**config.mk**
```make
export PLATFORM = sky130hd
export DESIGN_NAME = rtc_counter_register_bank
export DESIGN_NICKNAME = d
export VERILOG_FILES = /design/src/shared/rtc_pkg.sv /design/src/shared/slow_if.sv /design/src/hdl/slow_sync.sv /design/src/hdl/tick_prescaler.sv /design/src/hdl/rtc_counter_register_bank.sv
export SDC_FILE = /design/constraint.sdc
export NUM_CORES = 1
export LEC_CHECK = 0
export BUFFER_PORTS_ARGS = -buffer_cell sky130_fd_sc_hd__buf_2
export CAP_MARGIN = 5
export CORE_UTILIZATION = 54
export DETAILED_ROUTE_END_ITERATION = 8
export PLACE_DENSITY = 0.76
export SLEW_MARGIN = 20
export SYNTH_ARGS = -nofsm -noshare
export SYNTH_HDL_FRONTEND = slang
export SYNTH_HIERARCHICAL = 1
export SYNTH_SLANG_ARGS = --single-unit
export TNS_END_PERCENT = 5
```
**constraint.sdc**
```tcl
create_clock -name clk -period 3.4 [get_ports clk]
set_clock_uncertainty 0.15 [all_clocks]
set_input_delay 0.34 -clock clk [delete_from_list [all_inputs] [get_ports clk]]
set_output_delay 0.34 -clock clk [all_outputs]
set_load 0.1 [all_outputs]
```
**src/shared/rtc_pkg.sv**
```systemverilog
package rtc_pkg;

  // register indices; the byte address is four times the index
  localparam logic [4:0] IDX_CTRL = 5'h00;
  localparam logic [4:0] IDX_STATUS = 5'h01;
  localparam logic [4:0] IDX_IRQ_EN = 5'h02;
  localparam logic [4:0] IDX_FLAGS = 5'h03;
  localparam logic [4:0] IDX_LATCH = 5'h04;
  localparam logic [4:0] IDX_DEBUG = 5'h05;
  localparam logic [4:0] IDX_SOURCE = 5'h07;
  localparam logic [4:0] IDX_COUNT_L = 5'h08;
  localparam logic [4:0] IDX_COUNT_H = 5'h09;
  localparam logic [4:0] IDX_TOP_L = 5'h0a;
  localparam logic [4:0] IDX_TOP_H = 5'h0b;
  localparam logic [4:0] IDX_MATCH_L = 5'h0c;
  localparam logic [4:0] IDX_MATCH_H = 5'h0d;
  localparam logic [4:0] IDX_TICK_CTRL = 5'h10;
  localparam logic [4:0] IDX_TICK_STATUS = 5'h11;
  localparam logic [4:0] IDX_TICK_IRQ_EN = 5'h12;
  localparam logic [4:0] IDX_TICK_FLAGS = 5'h13;
  localparam logic [4:0] IDX_TICK_DEBUG = 5'h15;

  // field positions
  localparam int BIT_COUNTER_ON = 0;
  localparam int BIT_KEEP_ALIVE = 7;
  localparam int DIV_LSB = 3;
  localparam int DIV_MSB = 6;
  localparam int BIT_MATCH = 1;
  localparam int BIT_WRAP = 0;
  localparam int BIT_TICK_ON = 0;
  localparam int BIT_TICK_IRQ = 0;
  localparam int BIT_RUN_HALTED = 0;

  // writable bits of the control registers
  localparam logic [7:0] CTRL_MASK = 8'hf9;
  localparam logic [7:0] TICK_CTRL_MASK = 8'h79;

  // reset values
  localparam logic [7:0] RST_BYTE = 8'h00;
  localparam logic [15:0] RST_WORD = 16'h0000;
  localparam logic [15:0] RST_TOP = 16'hffff;

  // sync channels; 0 to 3 numbered as the bits of the sync status register, the tick channel shown as bit 0 of the tick status register
  localparam int NUM_CH = 5;
  localparam int CH_CTRL = 0;
  localparam int CH_COUNT = 1;
  localparam int CH_TOP = 2;
  localparam int CH_MATCH = 3;
  localparam int CH_TICK = 4;

  // slow edges from a write to its effect
  localparam logic [1:0] SYNC_EDGES = 2'h2;

  // prescaler channels and widths
  localparam int NUM_DIV = 2;
  localparam int DIV_RTC = 0;
  localparam int DIV_TICK = 1;
  localparam int PRESC_W = 15;
  localparam logic [3:0] TICK_CODE_MAX = 4'he;

  typedef enum logic [1:0] {
    SRC_INT_32K,
    SRC_INT_1K,
    SRC_CRYSTAL,
    SRC_EXT_PIN
  } source_type;

endpackage

```
**src/shared/slow_if.sv**
```systemverilog
`timescale 1ns/1ps
interface slow_if;
  logic slow_edge;
  logic [rtc_pkg::NUM_CH-1:0] start;
  logic [rtc_pkg::NUM_CH-1:0] pending;
  logic [rtc_pkg::NUM_CH-1:0] apply;
  logic [rtc_pkg::NUM_DIV-1:0] run;
  logic [3:0] div [rtc_pkg::NUM_DIV];
  logic [rtc_pkg::NUM_DIV-1:0] tick;

  modport core (output slow_edge, output start, input pending, input apply,
    output run, output div, input tick);
  modport sync (input slow_edge, input start, output pending, output apply);
  modport presc (input slow_edge, input run, input div, output tick);
endinterface

```
**src/hdl/slow_sync.sv**
```systemverilog
`timescale 1ns/1ps
module slow_sync (
  input wire logic clk,
  input wire logic reset,
  slow_if.sync port
);

  genvar g;
  generate
    for (g = 0; g < rtc_pkg::NUM_CH; g++) begin : g_ch
      logic pending_r;
      logic [1:0] edges_r;
      logic last_edge;

      assign last_edge = (edges_r == rtc_pkg::SYNC_EDGES - 2'h1);
      assign port.pending[g] = pending_r; // [RULE_06] [RULE_07] [RULE_08] [RULE_09]
      // a fresh write restarts the crossing so the newest value wins
      assign port.apply[g] = pending_r & port.slow_edge & last_edge & ~port.start[g];

      always_ff @(posedge clk) begin
        if (reset) begin
          pending_r <= 1'b0;
          edges_r <= 2'h0;
        end else if (port.start[g]) begin
          pending_r <= 1'b1;
          edges_r <= 2'h0;
        end else if (pending_r && port.slow_edge) begin
          edges_r <= edges_r + 2'h1;
          if (last_edge) begin
            pending_r <= 1'b0;
          end
        end
      end
    end
  endgenerate

endmodule // slow_sync

```
**src/hdl/tick_prescaler.sv**
```systemverilog
`timescale 1ns/1ps
module tick_prescaler (
  input wire logic clk,
  input wire logic reset,
  slow_if.presc port
);

  genvar g;
  generate
    for (g = 0; g < rtc_pkg::NUM_DIV; g++) begin : g_div
      logic [rtc_pkg::PRESC_W-1:0] steps_r;
      logic [rtc_pkg::PRESC_W:0] full;
      logic [rtc_pkg::PRESC_W-1:0] mask;

      assign full = (16'h0001 << port.div[g]) - 16'h0001;
      assign mask = full[rtc_pkg::PRESC_W-1:0];
      assign port.tick[g] = port.slow_edge & port.run[g] & ((steps_r & mask) == mask);

      always_ff @(posedge clk) begin
        if (reset || !port.run[g]) begin
          steps_r <= '0;
        end else if (port.slow_edge) begin
          steps_r <= steps_r + 15'h0001;
        end
      end
    end
  endgenerate

endmodule // tick_prescaler

```
**src/hdl/rtc_counter_register_bank.sv**
```systemverilog
// Contract
// RULE_01: control bit 7 keeps the counter running while in standby sleep.
// RULE_02: four-bit divider field divides the slow clock by two to its value.
// RULE_03: control writes reach the slow domain after two slow clock cycles.
// RULE_04: software waits for control_sync_pending low before rewriting control.
// RULE_05: control bit 0 enables the counter; clearing it disables it.
// RULE_06: status bit 3 is high while a match value crosses over.
// RULE_07: status bit 2 is high while a top value crosses over.
// RULE_08: status bit 1 is high while a counter value crosses over.
// RULE_09: status bit 0 is high while a control value crosses over.
// RULE_10: enable bit 1 allows an interrupt when counter equals match value.
// RULE_11: enable bit 0 allows an interrupt when counter wraps at top.
// RULE_12: flag bit 1 sets when the counter equals the match value.
// RULE_13: at top the counter wraps to zero and flag bit 0 sets.
// RULE_14: writing one clears a flag; writing zero leaves it alone.
// RULE_15: one shared byte latch gives atomic access to all 16-bit registers.
// RULE_16: the byte latch is an ordinary read/write register resetting to zero.
// RULE_17: sync status and flag registers reset to zero; upper bits read zero.
// RULE_18: two-bit source field picks one of four slow clock sources.
// RULE_19: count and top writes take two slow cycles; software waits on pending.
// RULE_20: tick interval 0 is off, 1 to 14 give 4 to 32768 cycles.
// RULE_21: interrupt stays asserted while flag and enable are both set.
// RULE_22: an enabled counter advances on each divided tick and holds otherwise.
`timescale 1ns/1ps
module rtc_counter_register_bank (
  input wire logic clk,
  input wire logic reset,
  input wire logic [6:0] avs_address,
  input wire logic avs_read,
  input wire logic avs_write,
  input wire logic [31:0] avs_writedata,
  input wire logic [3:0] avs_byteenable,
  output logic [31:0] avs_readdata,
  output logic avs_waitrequest,
  input wire logic internal_slow_osc,
  input wire logic internal_1k_osc,
  input wire logic crystal_osc,
  input wire logic ext_clock_pin,
  input wire logic standby,
  input wire logic cpu_halted,
  output logic irq,
  output logic tick_irq
);

  slow_if sif ();

  slow_sync u_sync (
    .clk(clk),
    .reset(reset),
    .port(sif.sync)
  );

  tick_prescaler u_presc (
    .clk(clk),
    .reset(reset),
    .port(sif.presc)
  );

  // bus side copies
  logic [7:0] ctrl_r;
  logic [1:0] irq_en_r;
  logic [1:0] flags_r;
  logic [7:0] latch_r;
  logic debug_r;
  rtc_pkg::source_type source_r;
  logic [15:0] count_wr_r;
  logic [15:0] top_r;
  logic [15:0] match_r;
  logic [7:0] tick_ctrl_r;
  logic tick_irq_en_r;
  logic tick_flag_r;
  logic tick_debug_r;

  // values in force after the crossing
  logic [7:0] ctrl_act_r;
  logic [15:0] top_act_r;
  logic [15:0] match_act_r;
  logic [7:0] tick_ctrl_act_r;
  logic [15:0] count_r;

  // bus slave: one wait cycle, then the answer
  logic busy_r;
  logic [4:0] idx;
  logic [7:0] wd;
  logic wr_go;
  logic rd_go;
  logic [7:0] rd_byte;

  assign idx = avs_address[6:2];
  assign wd = avs_writedata[7:0];
  assign avs_waitrequest = (avs_read | avs_write) & ~busy_r;
  // writes land on the edge where the master sees waitrequest low
  assign wr_go = avs_write & busy_r & avs_byteenable[0];
  // reads are captured one edge earlier so the data stands at that edge
  assign rd_go = avs_read & ~busy_r;

  always_ff @(posedge clk) begin
    if (reset) begin
      busy_r <= 1'b0;
    end else begin
      busy_r <= (avs_read | avs_write) & ~busy_r;
    end
  end

  // slow clock source and its edge
  logic src_level;
  logic src_prev_r;

  always_comb begin
    unique case (source_r)
      rtc_pkg::SRC_INT_32K: src_level = internal_slow_osc;
      rtc_pkg::SRC_INT_1K: src_level = internal_1k_osc;
      rtc_pkg::SRC_CRYSTAL: src_level = crystal_osc;
      rtc_pkg::SRC_EXT_PIN: src_level = ext_clock_pin;
    endcase
  end // [RULE_18]

  always_ff @(posedge clk) begin
    if (reset) begin
      src_prev_r <= 1'b0;
    end else begin
      src_prev_r <= src_level;
    end
  end

  assign sif.slow_edge = src_level & ~src_prev_r;

  // a 16-bit register is committed by its high byte write
  assign sif.start[rtc_pkg::CH_CTRL] = wr_go && idx == rtc_pkg::IDX_CTRL; // [RULE_03]
  assign sif.start[rtc_pkg::CH_COUNT] = wr_go && idx == rtc_pkg::IDX_COUNT_H; // [RULE_19]
  assign sif.start[rtc_pkg::CH_TOP] = wr_go && idx == rtc_pkg::IDX_TOP_H; // [RULE_19]
  assign sif.start[rtc_pkg::CH_MATCH] = wr_go && idx == rtc_pkg::IDX_MATCH_H;
  assign sif.start[rtc_pkg::CH_TICK] = wr_go && idx == rtc_pkg::IDX_TICK_CTRL;

  // counter run conditions; standby and debug halt gate it
  logic count_run;
  logic step;
  logic wrap;
  logic [15:0] count_nxt;
  logic match_hit;

  assign count_run = ctrl_act_r[rtc_pkg::BIT_COUNTER_ON] // [RULE_05]
    & (~standby | ctrl_act_r[rtc_pkg::BIT_KEEP_ALIVE]) // [RULE_01]
    & (~cpu_halted | debug_r);
  assign sif.run[rtc_pkg::DIV_RTC] = count_run;
  assign sif.div[rtc_pkg::DIV_RTC] = ctrl_act_r[rtc_pkg::DIV_MSB:rtc_pkg::DIV_LSB]; // [RULE_02]
  assign step = sif.tick[rtc_pkg::DIV_RTC];
  assign wrap = step & (count_r == top_act_r); // [RULE_13]
  assign count_nxt = wrap ? rtc_pkg::RST_WORD : count_r + 16'h0001;
  assign match_hit = step & (count_nxt == match_act_r); // [RULE_12]

  // periodic tick; reserved and off codes stop it
  logic [3:0] tick_code;
  logic tick_event;

  assign tick_code = tick_ctrl_act_r[rtc_pkg::DIV_MSB:rtc_pkg::DIV_LSB];
  assign sif.run[rtc_pkg::DIV_TICK] = tick_ctrl_act_r[rtc_pkg::BIT_TICK_ON]
    & (tick_code != 4'h0) & (tick_code <= rtc_pkg::TICK_CODE_MAX)
    & (~cpu_halted | tick_debug_r); // [RULE_20]
  // code n divides by two to the n plus one: 4 cycles up to 32768
  assign sif.div[rtc_pkg::DIV_TICK] = tick_code + 4'h1; // [RULE_20]
  assign tick_event = sif.tick[rtc_pkg::DIV_TICK];

  always_ff @(posedge clk) begin
    if (reset) begin
      count_r <= rtc_pkg::RST_WORD;
    end else if (sif.apply[rtc_pkg::CH_COUNT]) begin
      count_r <= count_wr_r; // [RULE_19]
    end else if (step) begin
      count_r <= count_nxt; // [RULE_22]
    end
  end

  always_ff @(posedge clk) begin
    if (reset) begin
      ctrl_act_r <= rtc_pkg::RST_BYTE;
      top_act_r <= rtc_pkg::RST_TOP;
      match_act_r <= rtc_pkg::RST_WORD;
      tick_ctrl_act_r <= rtc_pkg::RST_BYTE;
    end else begin
      if (sif.apply[rtc_pkg::CH_CTRL]) begin
        ctrl_act_r <= ctrl_r; // [RULE_03]
      end
      if (sif.apply[rtc_pkg::CH_TOP]) begin
        top_act_r <= top_r; // [RULE_19]
      end
      if (sif.apply[rtc_pkg::CH_MATCH]) begin
        match_act_r <= match_r;
      end
      if (sif.apply[rtc_pkg::CH_TICK]) begin
        tick_ctrl_act_r <= tick_ctrl_r;
      end
    end
  end

  // control, enable and select registers
  always_ff @(posedge clk) begin
    if (reset) begin
      ctrl_r <= rtc_pkg::RST_BYTE;
      irq_en_r <= 2'h0;
      debug_r <= 1'b0;
      source_r <= rtc_pkg::SRC_INT_32K;
      tick_ctrl_r <= rtc_pkg::RST_BYTE;
      tick_irq_en_r <= 1'b0;
      tick_debug_r <= 1'b0;
    end else if (wr_go) begin
      unique case (idx)
        rtc_pkg::IDX_CTRL: ctrl_r <= wd & rtc_pkg::CTRL_MASK;
        rtc_pkg::IDX_IRQ_EN: irq_en_r <= wd[1:0]; // [RULE_10] [RULE_11]
        rtc_pkg::IDX_DEBUG: debug_r <= wd[rtc_pkg::BIT_RUN_HALTED];
        rtc_pkg::IDX_SOURCE: source_r <= rtc_pkg::source_type'(wd[1:0]); // [RULE_18]
        rtc_pkg::IDX_TICK_CTRL: tick_ctrl_r <= wd & rtc_pkg::TICK_CTRL_MASK;
        rtc_pkg::IDX_TICK_IRQ_EN: tick_irq_en_r <= wd[rtc_pkg::BIT_TICK_IRQ];
        rtc_pkg::IDX_TICK_DEBUG: tick_debug_r <= wd[rtc_pkg::BIT_RUN_HALTED];
        default: ;
      endcase
    end
  end

  // 16-bit registers take the latched low byte with the high byte
  always_ff @(posedge clk) begin
    if (reset) begin
      count_wr_r <= rtc_pkg::RST_WORD;
      top_r <= rtc_pkg::RST_TOP;
      match_r <= rtc_pkg::RST_WORD;
    end else if (wr_go) begin
      unique case (idx)
        rtc_pkg::IDX_COUNT_H: count_wr_r <= {wd, latch_r}; // [RULE_15]
        rtc_pkg::IDX_TOP_H: top_r <= {wd, latch_r}; // [RULE_15]
        rtc_pkg::IDX_MATCH_H: match_r <= {wd, latch_r}; // [RULE_15]
        default: ;
      endcase
    end
  end

  // shared byte latch: low byte writes park here, low byte reads fill it
  always_ff @(posedge clk) begin
    if (reset) begin
      latch_r <= rtc_pkg::RST_BYTE; // [RULE_16]
    end else if (wr_go && (idx == rtc_pkg::IDX_LATCH || idx == rtc_pkg::IDX_COUNT_L
        || idx == rtc_pkg::IDX_TOP_L || idx == rtc_pkg::IDX_MATCH_L)) begin
      latch_r <= wd; // [RULE_15] [RULE_16]
    end else if (rd_go) begin
      unique case (idx)
        rtc_pkg::IDX_COUNT_L: latch_r <= count_r[15:8]; // [RULE_15]
        rtc_pkg::IDX_TOP_L: latch_r <= top_r[15:8];
        rtc_pkg::IDX_MATCH_L: latch_r <= match_r[15:8];
        default: ;
      endcase
    end
  end

  // flags: a hardware set in the clearing cycle wins
  logic [1:0] flag_clear;
  logic [1:0] flag_set;
  logic tick_clear;

  assign flag_clear = (wr_go && idx == rtc_pkg::IDX_FLAGS) ? wd[1:0] : 2'h0; // [RULE_14]
  assign flag_set = {match_hit, wrap};
  assign tick_clear = wr_go && idx == rtc_pkg::IDX_TICK_FLAGS && wd[rtc_pkg::BIT_TICK_IRQ];

  always_ff @(posedge clk) begin
    if (reset) begin
      flags_r <= 2'h0; // [RULE_17]
    end else begin
      flags_r <= flag_set | (flags_r & ~flag_clear); // [RULE_12] [RULE_13] [RULE_14]
    end
  end

  always_ff @(posedge clk) begin
    if (reset) begin
      tick_flag_r <= 1'b0;
    end else begin
      tick_flag_r <= tick_event | (tick_flag_r & ~tick_clear);
    end
  end

  assign irq = |(flags_r & irq_en_r); // [RULE_10] [RULE_11] [RULE_21]
  assign tick_irq = tick_flag_r & tick_irq_en_r;

  // read mux; unused and reserved bits read zero
  always_comb begin
    unique case (idx)
      rtc_pkg::IDX_CTRL: rd_byte = ctrl_r;
      rtc_pkg::IDX_STATUS: rd_byte = {4'h0, sif.pending[3:0]}; // [RULE_17]
      rtc_pkg::IDX_IRQ_EN: rd_byte = {6'h00, irq_en_r};
      rtc_pkg::IDX_FLAGS: rd_byte = {6'h00, flags_r}; // [RULE_17]
      rtc_pkg::IDX_LATCH: rd_byte = latch_r; // [RULE_16]
      rtc_pkg::IDX_DEBUG: rd_byte = {7'h00, debug_r};
      rtc_pkg::IDX_SOURCE: rd_byte = {6'h00, source_r};
      rtc_pkg::IDX_COUNT_L: rd_byte = count_r[7:0];
      rtc_pkg::IDX_TOP_L: rd_byte = top_r[7:0];
      rtc_pkg::IDX_MATCH_L: rd_byte = match_r[7:0];
      rtc_pkg::IDX_COUNT_H,
      rtc_pkg::IDX_TOP_H,
      rtc_pkg::IDX_MATCH_H: rd_byte = latch_r; // [RULE_15]
      rtc_pkg::IDX_TICK_CTRL: rd_byte = tick_ctrl_r;
      rtc_pkg::IDX_TICK_STATUS: rd_byte = {7'h00, sif.pending[rtc_pkg::CH_TICK]};
      rtc_pkg::IDX_TICK_IRQ_EN: rd_byte = {7'h00, tick_irq_en_r};
      rtc_pkg::IDX_TICK_FLAGS: rd_byte = {7'h00, tick_flag_r};
      rtc_pkg::IDX_TICK_DEBUG: rd_byte = {7'h00, tick_debug_r};
      default: rd_byte = 8'h00;
    endcase
  end

  always_ff @(posedge clk) begin
    if (reset) begin
      avs_readdata <= 32'h0000_0000;
    end else if (rd_go) begin
      avs_readdata <= {24'h00_0000, rd_byte};
    end
  end

endmodule // rtc_counter_register_bank

```
==> impl_results.md <==
- Status: finished with violations
- Failing checks: DRC
- Period utilization: 0.9717
- CTS root buf: clkbuf_16
- Kind of end point of the critical path: flop
- Number of global-route vias before repair: 8136
- Pins Over Slew Limit: 0
- Fmax achieved: 302.7 MHz
- Hold path depth: 3
- Top-count cell post-synth: dfxtp_1
- Die Wd: 138.3 um
- MaxCap Viol Count: 0
- I/O Pins: 88
- CTS sink count: 191
- Initial core utilization: 0.5547
- Post-DRT Antenna Nets: 0
- Total grt overflow: 0
- Area of the multi-input gates: 5667 sq um
- CP Data Required Time: 3550 ps
- Mapped Cells: 1225
- Asr flop ratio synth: 0
- Final WL: 26640 um
- Final setup viols: 0
- HPWL after DPL: 18750 um
- Final Hold Viols: 0
- Count of flip-flops with a built-in enable after synthesis: 0
- FF-to-FF End: count_r[1]
- Synth Register Bits: 191
- Hold path endpoint: busy_r
- Core Footprint: 18090 sq um
- Headroom to the max-slew limit: 0.2495
- Largest cells by area after synthesis: dfxtp_1 38%, nand2_1 6.9%, mux2i_1 6.1%
- First-pass GRT wire length: 42880 um
- Initial drt markers: 890
- Synth top area share: 0.3811
- Total CTS buffers: 17
- Routability cong.: 0.9912
- Switching pwr: 0.001140 W
- Reg clk slew, reported paths: 70 ps
- Gate power share: 0.066
- Top cell type by total area after synthesis: dfxtp_1
- FF/Latch Area: 3825 sq um
- Largest net degree at the start of global routing: 81
- Sequential share of power: 0.494
- Clock Power Share: 0.440
- Hold Buf Count CTS: 0
- H-tree depth: 4
- R2R depth: 9
- Post-synth top cells: 191 x dfxtp_1, 184 x nand2_1, 113 x nor2_1
- Peak supply drop: 0.0002730 V
- Antenna violations before repair: 0
- Maximum clock path buffer count: 2
- CP Class: flop to flop
- Syn_area_per_cell: 8.189 sq um
- Die Span Y: 138.3 um
- Startpoint types: flop
- Dpl cells: 1444
- Routed vias/inst: 6.048
- Leak Pwr: 3.855 nW
- Post-synthesis sequential area ratio: 0.3811
- Post-Layout Cell Count: 1478
- Final Util: 0.6118
- Wire per inst: 18.03 um
- Pre-antenna DRT Iters: 9
- Clock Latency Late Sink: 430 ps
- RR Startpoint: source_r[1]
- Input/output buffers: 34
- Diode count: 0
- Area grow syn2layout: 10.30%
- Final Critical Period: 3304 ps
- Ys Warns: 6
- CP Max Fanout: 44
- Overall Global Routing Usage: 0.2801
- Layout cells sized above 1: 0.1257
- CTS tree: done
- Switching part of the total: 0.2498
- Synth Cell Area: 10030 sq um
- FP Rows: 49
- Unrepaired setup endpoints after global routing: yes
- Hold Crit Start: avs_write
- Arr. time, crit path: 3450 ps
- Hold crit path type: input pin to flop
- NumNets Final: 1302
- Worst Tran Pin Value: 1125 ps
- Fill count: 1535
- P per Cell Area: 412.2 nW/um^2
- Setup TNS: 0 ps
- Post-synth top flop: dfxtp_1
- # DRC: 25
- Int Power: 0.003422 W
- Vias: 8939
- R2r setup slk: 100 ps
- Post-synthesis cell type count: 77
- Die area: 19130 sq um
[cell usage in the layout, fill, tap and decap left out, types with 15 or more instances in the layout]
master       n
nor4_1      16
clkbuf_16   17
nand2_1    183
a21oi_1     81
conb_1      24
dfxtp_1    190
buf_2       33
buf_4       45
xnor2_1     37
nor3_1      35
xor2_1      17
nor2b_1     19
nand3_1     43
o21ai_0     24
or3_1       15
nand4_1     16
nor2_1     111
a22oi_1     21
inv_1       35
mux2i_1     61
[power groups by stage]
stage               clock network (W)  registers (W)  logic [W]
finish                        0.00201        0.00226   0.000300
global route                  0.00211        0.00225   0.000314
CTS                           0.00203        0.00225   0.000295
detailed placement                  0        0.00231   0.000294
global placement                    0        0.00231   0.000293
floorplan                           0        0.00230   0.000253
[final cells by class]
type	instances	share of cell area
Tap cell	229	0.02589
Inverter	38	0.01289
Timing Repair Buffer	81	0.05009
Clock inverter	12	0.01210
Multi-Input combinational cell	907	0.5121
Sequential cell	191	0.3457
Clock buffer	20	0.04127
[registers in the layout (all words and copies together), names as in the netlist, 5 cells and up]
register	count
top_act_r	16
latch_r	8
top_r	16
avs_readdata	8
tick_ctrl_act_r	5
tick_ctrl_r	5
u_sync/g_ch.pending_r	5
match_r	16
u_sync/g_ch.edges_r	10
match_act_r	16
count_wr_r	16
ctrl_act_r	6
count_r	16
ctrl_r	6
u_presc/g_div.steps_r	30
[per-stage QoR]
| stage | setup WS [ps] | hold slack [ps] | power, W | area, sq um |
|---|---|---|---|---|
| after floorplan | 7.287 | 281.2 | 0.002556 | 10130 |
| after global placement | -37.93 | 293.7 | 0.002599 | 10400 |
| after detailed placement | -165.6 | 295.7 | 0.002600 | 10400 |
| after CTS | 25.40 | 38.36 | 0.004579 | 11020 |
| after global routing | -67.75 | 72.15 | 0.004679 | 11070 |
| final | 96.17 | 55.96 | 0.004561 | 11070 |
[metal layers]
metal	GRT usage	routed length [um]	share of wire	vias up
met5	0	0	0	-
met4	0.1041	688	0.026	0
met3	0.05854	2252	0.085	56
met2	0.4363	11880	0.45	404
met1	0.3819	11830	0.44	4199
li1	-	-	-	4280
[kinds of logic after synthesis]
family | share of synthesized area
AO/OA/AOI/OAI | 0.1636
XOR/XNOR | 0.05163
adder cells (fa/ha/maj) | 0.01621
buffers and inverters | 0.07022
flip-flops | 0.3811
multiplexers | 0.06423
other | 0.0003738
AND/OR/NAND/NOR | 0.2526
[critical path, cell delays in order (launching register included)]
cell     delay, ps
dfxtp_2        330
mux4_2         360
nor2b_4        190
buf_4          130
buf_4           90
buf_4          370
and4b_1       1020
buf_4          290
nor2b_1        160
nor3_1          60
[how the worst max path moves through the flow]
| stage | from | end | depth (start not counted) |
|---|---|---|---|
| floorplan | ctrl_act_r[4] | count_r[7] | 15 |
| finish | source_r[1] | count_r[1] | 9 |
| CTS | source_r[1] | count_r[7] | 14 |
| global route | source_r[1] | flags_r[1] | 13 |
| global placement | internal_1k_osc | count_r[7] | 15 |
| detailed placement | internal_slow_osc | count_r[7] | 15 |
[timing repair]
item	4_1_cts	5_1_grt
buffers inserted	1	1
endpoints found under the setup margin	13	12
gates resized for setup	6	7
cloned	0	0
pin swaps	2	5
(Power assumes the default switching activity.)
